`src/hw/link_regs_pkg.sv`:
```
package link_regs_pkg;

  // register byte offsets
  localparam logic [7:0] LINK_CTRL_STAT_OFS = 8'hd0;  // control low half, status high half
  localparam logic [7:0] INT_STATUS_OFS     = 8'he0;
  localparam logic [7:0] INT_MASK_OFS       = 8'he4;

  // control field positions
  localparam int ASPM_LSB    = 0;
  localparam int RD_BOUNDARY_BIT = 3;
  localparam int LDIS_BIT    = 4;
  localparam int RETRAIN_BIT = 5;
  localparam int CCLK_BIT    = 6;
  localparam int EXTS_BIT    = 7;
  localparam int HWAW_BIT    = 9;
  localparam int C10_BIT     = 10;
  localparam int C11_BIT     = 11;

  // status field positions within the shared word
  localparam int SPEED_LSB   = 16;
  localparam int WIDTH_LSB   = 20;
  localparam int TERR_BIT    = 26;
  localparam int TRAIN_BIT   = 27;
  localparam int SLOT_CLOCK_BIT = 28;
  localparam int DLACT_BIT   = 29;

  // speed codes and reset values
  localparam logic [3:0] SPEED_2G5   = 4'h1;
  localparam logic [3:0] SPEED_5G0   = 4'h2;
  localparam logic [3:0] SPEED_RESET = 4'h2;

  // extended synch ordered-set counts
  localparam logic [12:0] EXT_FTS_COUNT = 13'h1000;  // 4096
  localparam logic [12:0] EXT_TS1_COUNT = 13'h0400;  // 1024

  // interrupt event bits
  localparam int INT_W        = 3;
  localparam int EV_TRAIN_ERR = 0;
  localparam int EV_TRAIN_END = 1;
  localparam int EV_DL_CHANGE = 2;

  // axi responses
  localparam logic [1:0] RESP_OKAY   = 2'h0;
  localparam logic [1:0] RESP_DECERR = 2'h3;

  // control register contents
  typedef struct packed {
    logic       ctrl11;
    logic       ctrl10;
    logic       hw_width_disable;
    logic       ext_synch;
    logic       common_clock;
    logic       link_disable;
    logic [1:0] aspm;
  } link_ctrl_t;

  // reports from training and data link logic
  typedef struct packed {
    logic       train_start;  // pulse
    logic       train_done;   // pulse, reached L0
    logic       train_fail;   // pulse
    logic       neg_valid;    // pulse, speed and width below are valid
    logic [3:0] neg_speed;
    logic [5:0] neg_width;
    logic       dl_active;    // level
  } link_report_t;

endpackage

```
`src/hw/pcie_port_link_ctrl_status.sv`:
```
`timescale 1ns/1ps
module pcie_port_link_ctrl_status
  import link_regs_pkg::*;
#(
  parameter bit          UPSTREAM    = 1'b0,
  parameter logic [5:0]  WIDTH_RESET = 6'h01,
  parameter logic [12:0] NORM_FTS    = 13'h0080,
  parameter logic [12:0] NORM_TS1    = 13'h0010,
  parameter int          ADDR_W      = 8
) (
  // clock and reset
  input  wire logic                clk,
  input  wire logic                rstn,
  input  wire logic                ce,
  // axi4-lite write
  input  wire logic [ADDR_W-1:0]   awaddr,
  input  wire logic                awvalid,
  output logic                     awready,
  input  wire logic [31:0]         wdata,
  input  wire logic [3:0]          wstrb,
  input  wire logic                wvalid,
  output logic                     wready,
  output logic [1:0]               bresp,
  output logic                     bvalid,
  input  wire logic                bready,
  // axi4-lite read
  input  wire logic [ADDR_W-1:0]   araddr,
  input  wire logic                arvalid,
  output logic                     arready,
  output logic [31:0]              rdata,
  output logic [1:0]               rresp,
  output logic                     rvalid,
  input  wire logic                rready,
  // training and data link reports
  input  wire link_regs_pkg::link_report_t report,
  // slot clock strap and override load
  input  wire logic                slot_clock_strap,
  input  wire logic                slot_clock_load,
  input  wire logic                slot_clock_value,
  // controls toward the link
  output link_regs_pkg::link_ctrl_t link_control,
  output logic                     retrain,
  output logic                     rx_l0s_allowed,
  output logic [12:0]              fts_count,
  output logic [12:0]              ts1_count,
  // interrupt
  output logic                     irq
);

  // refuse settings the logic cannot serve
  generate
    if (ADDR_W < 8 || NORM_FTS > EXT_FTS_COUNT || NORM_TS1 > EXT_TS1_COUNT) begin : g_bad
      $error("pcie_port_link_ctrl_status: bad parameter");
    end
  endgenerate

  logic [ADDR_W-1:0] aw_addr;
  logic              aw_full;
  logic [31:0]       w_data;
  logic [3:0]        w_strb;
  logic              w_full;
  logic              next_aw_full;
  logic              next_w_full;
  logic              next_bvalid;
  logic              next_rvalid;
  logic              do_write;
  logic              ar_hs;
  logic [3:0]        speed;
  logic [5:0]        width;
  logic              train_err;
  logic              training;
  logic              slot_clk;
  logic              strap_taken;
  logic              dl_active;
  logic [INT_W-1:0]  int_status;
  logic [INT_W-1:0]  int_mask;
  logic [INT_W-1:0]  next_int_status;
  logic [INT_W-1:0]  next_int_mask;
  logic [INT_W-1:0]  int_set;

  // word-aligned address match
  function automatic logic hit(input logic [ADDR_W-1:0] a, input logic [7:0] ofs);
    hit = (a[ADDR_W-1:2] == (ADDR_W-2)'(ofs[7:2]));
  endfunction

  // read value of an address; reserved and write-only bits are zero
  function automatic logic [31:0] read_word(input logic [ADDR_W-1:0] a);
    logic [31:0] v;
    v = 32'h0000_0000;
    if (hit(a, LINK_CTRL_STAT_OFS)) begin
      v[ASPM_LSB +: 2]        = link_control.aspm;
      v[RD_BOUNDARY_BIT]      = 1'b0;
      v[LDIS_BIT]             = link_control.link_disable;
      v[RETRAIN_BIT]          = 1'b0;
      v[CCLK_BIT]             = link_control.common_clock;
      v[EXTS_BIT]             = link_control.ext_synch;
      v[HWAW_BIT]             = link_control.hw_width_disable;
      v[C10_BIT]              = link_control.ctrl10;
      v[C11_BIT]              = link_control.ctrl11;
      v[SPEED_LSB +: 4]       = speed;
      v[WIDTH_LSB +: 6]       = width;
      v[TERR_BIT]             = train_err;
      v[TRAIN_BIT]            = training;
      v[SLOT_CLOCK_BIT]       = slot_clk;
      v[DLACT_BIT]            = dl_active;
    end else if (hit(a, INT_STATUS_OFS)) begin
      v[INT_W-1:0] = int_status;
    end else if (hit(a, INT_MASK_OFS)) begin
      v[INT_W-1:0] = int_mask;
    end
    read_word = v;
  endfunction

  function automatic logic mapped(input logic [ADDR_W-1:0] a);
    mapped = hit(a, LINK_CTRL_STAT_OFS) | hit(a, INT_STATUS_OFS) | hit(a, INT_MASK_OFS);
  endfunction

  // write channel bookkeeping
  assign do_write     = aw_full & w_full & ~bvalid;
  assign next_aw_full = do_write ? 1'b0 : (aw_full | (awvalid & awready));
  assign next_w_full  = do_write ? 1'b0 : (w_full | (wvalid & wready));
  assign next_bvalid  = do_write | (bvalid & ~bready);

  // address and data taken in either order, answered once both are held
  always_ff @(posedge clk or negedge rstn) begin
    if (!rstn) begin
      aw_full <= 1'b0;
      w_full  <= 1'b0;
      aw_addr <= '0;
      w_data  <= 32'h0000_0000;
      w_strb  <= 4'h0;
      awready <= 1'b0;
      wready  <= 1'b0;
      bvalid  <= 1'b0;
      bresp   <= RESP_OKAY;
    end else if (ce) begin
      if (awvalid && awready) begin
        aw_addr <= awaddr;
      end
      if (wvalid && wready) begin
        w_data <= wdata;
        w_strb <= wstrb;
      end
      aw_full <= next_aw_full;
      w_full  <= next_w_full;
      awready <= ~next_aw_full & ~next_bvalid;
      wready  <= ~next_w_full & ~next_bvalid;
      bvalid  <= next_bvalid;
      if (do_write) begin
        bresp <= mapped(aw_addr) ? RESP_OKAY : RESP_DECERR;
      end
    end
  end

  // read channel: data one cycle after the address is taken
  assign ar_hs       = arvalid & arready;
  assign next_rvalid = ar_hs | (rvalid & ~rready);

  always_ff @(posedge clk or negedge rstn) begin
    if (!rstn) begin
      arready <= 1'b0;
      rvalid  <= 1'b0;
      rdata   <= 32'h0000_0000;
      rresp   <= RESP_OKAY;
    end else if (ce) begin
      arready <= ~next_rvalid;
      rvalid  <= next_rvalid;
      if (ar_hs) begin
        rdata <= read_word(araddr);
        rresp <= mapped(araddr) ? RESP_OKAY : RESP_DECERR;
      end
    end
  end

  // control register; reserved bits are never stored
  always_ff @(posedge clk or negedge rstn) begin
    if (!rstn) begin
      link_control <= '0;
    end else if (ce && do_write && hit(aw_addr, LINK_CTRL_STAT_OFS)) begin
      if (w_strb[0]) begin
        link_control.aspm         <= w_data[ASPM_LSB +: 2];
        link_control.common_clock <= w_data[CCLK_BIT];
        link_control.ext_synch    <= w_data[EXTS_BIT];
        link_control.link_disable <= ~UPSTREAM & w_data[LDIS_BIT];
      end
      if (w_strb[1]) begin
        link_control.hw_width_disable <= w_data[HWAW_BIT];
        link_control.ctrl10           <= ~UPSTREAM & w_data[C10_BIT];
        link_control.ctrl11           <= ~UPSTREAM & w_data[C11_BIT];
      end
    end
  end

  // retrain pulse and ordered-set counts toward the link
  always_ff @(posedge clk or negedge rstn) begin
    if (!rstn) begin
      retrain        <= 1'b0;
      rx_l0s_allowed <= 1'b0;
      fts_count      <= NORM_FTS;
      ts1_count      <= NORM_TS1;
    end else if (ce) begin
      retrain <= ~UPSTREAM & do_write & hit(aw_addr, LINK_CTRL_STAT_OFS)
                 & w_strb[0] & w_data[RETRAIN_BIT];
      rx_l0s_allowed <= 1'b1;
      fts_count <= link_control.ext_synch ? EXT_FTS_COUNT : NORM_FTS;
      ts1_count <= link_control.ext_synch ? EXT_TS1_COUNT : NORM_TS1;
    end
  end

  // link status: speed, width, training flags, data link state
  always_ff @(posedge clk or negedge rstn) begin
    if (!rstn) begin
      speed     <= SPEED_RESET;
      width     <= WIDTH_RESET;
      train_err <= 1'b0;
      training  <= 1'b1;
      dl_active <= 1'b0;
    end else if (ce) begin
      if (report.neg_valid) begin
        if (report.neg_speed == SPEED_2G5 || report.neg_speed == SPEED_5G0) begin
          speed <= report.neg_speed;
        end
        width <= report.neg_width;
      end
      if (report.train_fail) begin
        train_err <= 1'b1;
      end else if (report.train_done) begin
        train_err <= 1'b0;
      end
      if (report.train_start || retrain) begin
        training <= 1'b1;
      end else if (report.train_done || report.train_fail) begin
        training <= 1'b0;
      end
      dl_active <= report.dl_active;
    end
  end

  // slot clock taken from the strap after reset release, then loadable
  always_ff @(posedge clk or negedge rstn) begin
    if (!rstn) begin
      slot_clk    <= 1'b0;
      strap_taken <= 1'b0;
    end else if (ce) begin
      strap_taken <= 1'b1;
      if (!strap_taken) begin
        slot_clk <= slot_clock_strap;
      end else if (slot_clock_load) begin
        slot_clk <= slot_clock_value;
      end
    end
  end

  // interrupt events, write-one-to-clear, set wins over clear
  always_comb begin
    int_set               = '0;
    int_set[EV_TRAIN_ERR] = report.train_fail;
    int_set[EV_TRAIN_END] = report.train_done;
    int_set[EV_DL_CHANGE] = report.dl_active ^ dl_active;
    next_int_status = int_status;
    next_int_mask   = int_mask;
    if (do_write && w_strb[0] && hit(aw_addr, INT_STATUS_OFS)) begin
      next_int_status = int_status & ~w_data[INT_W-1:0];
    end
    if (do_write && w_strb[0] && hit(aw_addr, INT_MASK_OFS)) begin
      next_int_mask = w_data[INT_W-1:0];
    end
    next_int_status = next_int_status | int_set;
  end

  // status, mask and the level interrupt move together
  always_ff @(posedge clk or negedge rstn) begin
    if (!rstn) begin
      int_status <= '0;
      int_mask   <= '0;
      irq        <= 1'b0;
    end else if (ce) begin
      int_status <= next_int_status;
      int_mask   <= next_int_mask;
      irq        <= |(next_int_status & next_int_mask);
    end
  end
endmodule

```
`config.mk`:
```
export PLATFORM = sky130hd
export DESIGN_NAME = pcie_port_link_ctrl_status
export DESIGN_NICKNAME = d
export VERILOG_FILES = /design/src/hw/link_regs_pkg.sv /design/src/hw/pcie_port_link_ctrl_status.sv
export SDC_FILE = /design/constraint.sdc
export NUM_CORES = 1
export LEC_CHECK = 0
export BUFFER_PORTS_ARGS = -buffer_cell sky130_fd_sc_hd__buf_4
export CAP_MARGIN = 20
export CORE_ASPECT_RATIO = 2
export CORE_UTILIZATION = 48
export DETAILED_ROUTE_END_ITERATION = 16
export PLACE_DENSITY = 0.86
export SKIP_CTS_REPAIR_TIMING = 1
export SLEW_MARGIN = 20
export SYNTH_ARGS = -nofsm -noshare
export SYNTH_HDL_FRONTEND = slang
export SYNTH_SLANG_ARGS = --single-unit
export TNS_END_PERCENT = 20
```
`constraint.sdc`:
```
create_clock -name clk -period 1.7 [get_ports clk]
set_clock_uncertainty 0.05 [all_clocks]
set_input_delay 0 -clock clk [delete_from_list [all_inputs] [get_ports clk]]
set_output_delay 0 -clock clk [all_outputs]
set_load 0.05 [all_outputs]
```
; After elaboration in Yosys (flattened, before gate mapping)
; Cells that the tools add are included.
[word_totals]
reg_bits = 115
inputBits = 78
out_inout_bits = 78
word_cells = 119
[op_classes]
n_eq_ne = 9
mux = 21
bitwise = 32
reduce_logical = 24
[ops]
columns = cell, count
row1 = 6-bit equality test (second input constant), 6
row2 = 2-bit AND reduction, 10
row3 = 3-bit 2-to-1 mux, 5
row4 = 14-bit 2-to-1 mux, 1
row5 = 13-bit 2-to-1 mux, 1
row6 = 1-bit AND, 12
row7 = 11-bit 2-to-1 mux, 1
row8 = 1-bit 2-to-1 mux, 9
row9 = 1-bit OR, 8
row10 = 1-bit logical AND, 7
row11 = 1-bit NOT, 7
row12 = 3-bit AND, 2
row13 = 2-bit 2-to-1 mux, 3
row14 = 5-bit 2-to-1 mux, 1
row15 = 4-bit by 1-bit equality test with 1-bit output (second input constant), 1
row16 = 4-bit by 2-bit equality test with 1-bit output (second input constant), 1
row17 = 2-bit nonzero test, 2
row18 = 1-bit logical OR, 3
row19 = 3-bit NOT, 1
row20 = 3-bit OR, 1
row21 = 3-bit AND reduction, 1
row22 = 3-bit OR reduction, 1
row23 = 2-bit inequality test (second input constant), 1
row24 = 1-bit XOR, 1

; Logic depth before layout (Yosys ltp)
[depth]
word_depth = 8
depth_mapped = 6
ltp_nobuf = 5

; Worst setup path after synthesis
; No wires, ideal clock.
[synth_timing]
kind = reg2reg
from = register bvalid
to = register irq
setup_time_ns = 0.104
arrival_time_ns = 1.629
slack_ns = -0.083
stages_incl_launch_ff = 6
n_path_buf = 0
period_less_slack_ns = 1.783
path_cell_list = dfrtp_1 -> nand4b_1 -> nor3_1 -> a21oi_1 -> a211o_1 -> o311ai_1
[synth_via]
elab_chain_len = 8
elab_cells_between_ends = 10
cone_classes = 2 x mux / 4 x bitwise / 4 x reduce/logical
[synth_rtl]
columns = item, line_no
row1 = from (decl), pcie_port_link_ctrl_status.sv:24  ; output logic bvalid,
row2 = from (signal assigned), pcie_port_link_ctrl_status.sv:148  ; bvalid <= next_bvalid;
row3 = 1-bit NOT *, pcie_port_link_ctrl_status.sv:119  ; assign do_write = aw_full & w_full & ~bvalid;
row4 = 1-bit AND *, pcie_port_link_ctrl_status.sv:119
row5 = 1-bit logical AND *, "pcie_port_link_ctrl_status.sv:262, pcie_port_link_ctrl_status.sv:265"
row6 = 1-bit logical AND, pcie_port_link_ctrl_status.sv:262  ; if (do_write && w_strb[0] && hit(aw_addr, INT_STATUS_OFS)) begin
row7 = 3-bit 2-to-1 mux, pcie_port_link_ctrl_status.sv:262
row8 = 3-bit OR, pcie_port_link_ctrl_status.sv:268  ; next_int_status = next_int_status | int_set;
row9 = 3-bit AND *, pcie_port_link_ctrl_status.sv:280  ; irq <= |(next_int_status & next_int_mask);
row10 = 3-bit OR reduction *, pcie_port_link_ctrl_status.sv:280
row11 = to (signal assigned), pcie_port_link_ctrl_status.sv:280
row12 = to (decl), pcie_port_link_ctrl_status.sv:47  ; output logic irq
; Mark *: on every way between the ends. The rest lies on a longest branch, timed or not.
; A chain may end at the register's enable or synchronous reset.

; Final worst setup path
; Same ends and word-level chain as after synthesis.

==> metrics.yaml <==
drive_gt1_share_pct: 36.85
drv_slew: 0
grt_max_degree: 50
ir_worst_vdd_v: 0.001038
wire_per_inst_um: 14.89
synthTopCellsByCount: "79 x dfrtp_1, 55 x nand2_1, 41 x mux2_2"
io_pins: 156
start_util_pct: 49.47
core_area_um2: 7601
endpoint_kind: "flip-flop"
nNetsFinal: 556
maxCapViolCount: 0
cts_sinks: 83
cts_buffers: 9
ant_nets: 0
drtPass1Iterations: 4
fin_util_pct: 68.40
num_rows: 45
setup_violations: 0
crit_path_max_fanout: 5
wirelength_um: 8593
worstPathRequired_ns: 1.88
min_path_type: "in2reg"
powerDensity_nw_per_um2: 1175
grt-ovfl-total: 0
use_met3_pct: 4.286
p_leak_nw: 2.488
die_x_um: 64.58
grtUsageMet2_pct: 36.90
grt_pass1_wl_um: 12610
syn_area_per_cell_um2: 11.12
hpwl_um: 5761
fin_area_um2: 5199
vias: 2947
synth_warnings: 0
synth.distinct_cells: 41
grtUsageTotal_pct: 20.51
ys_ff_latch: 83
cts_tree: "built"
clkLatencyLatePin_ns: 0.34
synth_top_area_cell: "dfrtp_1"
slew_headroom_pct: 63.08
yosys-top-cells-area: "dfrtp_1 53%, mux2_2 12%, buf_4 7.2%"
syn2layout_area_growth_pct: 38.27
timing.final.crit_share_pct: 98.98
syn_inst: 338
viasPerCell: 5.107
clock_path_buffers: 2
outcome: "finished with violations"
place_congestion: 0.7725
cp-start-kind: "flip-flop"
ys.flop_type: "dfrtp_1"
fmax_mhz: 594.3
async_reset_ff_share_pct: 100.0
cts-htree-levels: 3
drtIter0Drc: 85
synth_edf_count: 0
antenna_found_initial: 0
failed_checks: "hold timing"
grt_util_met1_pct: 20.94
drc_errors: 0
whs_ns: -0.007496
tightest_slew_ns: 0.5538
port_buffers: 96
syn_area_um2: 3760
insertedDiodeCount: 0
path_clk_slew_ns: 0.06
yosysMostFrequentCell: "dfrtp_1"
grt-busiest-layer: "met2"
cp_data_arrival_time_ns: 1.86
die-height_um: 127.2
crit_type: "reg2reg"
cts-root-buf: "clkbuf_16"
synth.top_cell.area_share_pct: 52.58
synth-seq-area-share_pct: 55.37
fillers: 538
timing_hold_violations_final: 1
first_global_vias: 2687
rsz0062_at_grt: "yes"
place_area_um2: 4506
die-area_um2: 8212
period_needed_ns: 1.683
## layout make-up
type / count / area, um^2 / area share (%)
flip-flops and latches: 83 / 2083 / 40.07
inverters: 9 / 33.78 / 0.6498
multi-input cells: 230 / 1463 / 28.13
repair buffers: 145 / 1211 / 23.30
clock inverters: 4 / 23.77 / 0.4573
clock buffers: 12 / 266.5 / 5.126
well taps: 94 / 117.6 / 2.262
## layer usage
layer	vias up	wire length [um]
met1	1436	3138
met4	0	236
met5	-	0
met2	117	4896
met3	19	321
li1	1375	-
## path summary, 6_finish.rpt
path / start / endpoint / slack (ns) / depth (start not counted)
max: bvalid / irq / 0.02 / 4
min: ce / rvalid / -0.007 / 4
max reg2reg: bvalid / irq / 0.02 / 4
min reg2reg: training / training / 0.41 / 2
max in group asynchronous: rstn / training / 0.75 / 3
min in group asynchronous: rstn / aw_addr[7] / 0.17 / 2
## worst max-delay path: stages, from the launching register on
cell and delay (ns):
dfrtp_2 0.43, nand4b_1 0.25, or4_4 0.47, mux2i_1 0.14, o311ai_1 0.24
## sequential cells by signal, summed over array words and instances (netlist names), 2 cells and up
name	cells
speed	4
w_strb	2
link_control	8
w_data	10
int_mask	3
rdata	23
aw_addr	6
ts1_count	2
width	6
int_status	3
## cell usage in the layout, fill, tap and decap left out, types with 3 or more instances in the layout
| master | instances |
|---|---|
| nand2b_1 | 7 |
| buf_4 | 104 |
| clkbuf_8 | 3 |
| a22oi_1 | 3 |
| inv_1 | 8 |
| clkbuf_16 | 9 |
| mux2i_1 | 3 |
| nor2_1 | 7 |
| nand2_1 | 55 |
| conb_1 | 31 |
| dfrtp_1 | 78 |
| clkinv_2 | 3 |
| a22o_1 | 3 |
| o21ai_1 | 3 |
| dfstp_2 | 4 |
| nand3_1 | 7 |
| dlygate4sd3_1 | 39 |
| mux2_2 | 41 |
| nand3b_1 | 4 |
| a21oi_1 | 10 |
| o21ai_0 | 26 |
## logic make-up after synthesis
| family | Yosys count | share of synthesized area [%] |
|---|---|---|
| AND/OR/NAND/NOR | 96 | 12.85 |
| other | 1 | 0.09974 |
| AO/OA/AOI/OAI | 57 | 8.951 |
| buffers and inverters | 55 | 9.185 |
| multiplexers | 44 | 13.08 |
| XOR/XNOR | 2 | 0.4660 |
| flip-flops | 83 | 55.37 |
## metrics by stage
step | power (mW) | TNS (ns) | instances | worst slack (ns)
3_3_place_gp | 4.136 | 0 | 522 | 0.06452
4_1_cts | 6.059 | 0 | 538 | 0.02009
3_5_place_dp | 4.200 | 0 | 522 | 0.04151
6_report | 6.110 | 0 | 577 | 0.01729
2_1_floorplan | 3.766 | 0 | 368 | 0.009435
5_1_grt | 6.401 | -0.1217 | 577 | -0.06668
## where the power goes
part / leakage (nW) / total [mW] / switching (mW) / internal, mW
logic: 1.29 / 1.61 / 0.945 / 0.668
clock network: 0.148 / 1.84 / 0.737 / 1.10
registers: 1.05 / 2.66 / 0.315 / 2.34
Power figures use the tool's default switching activity.
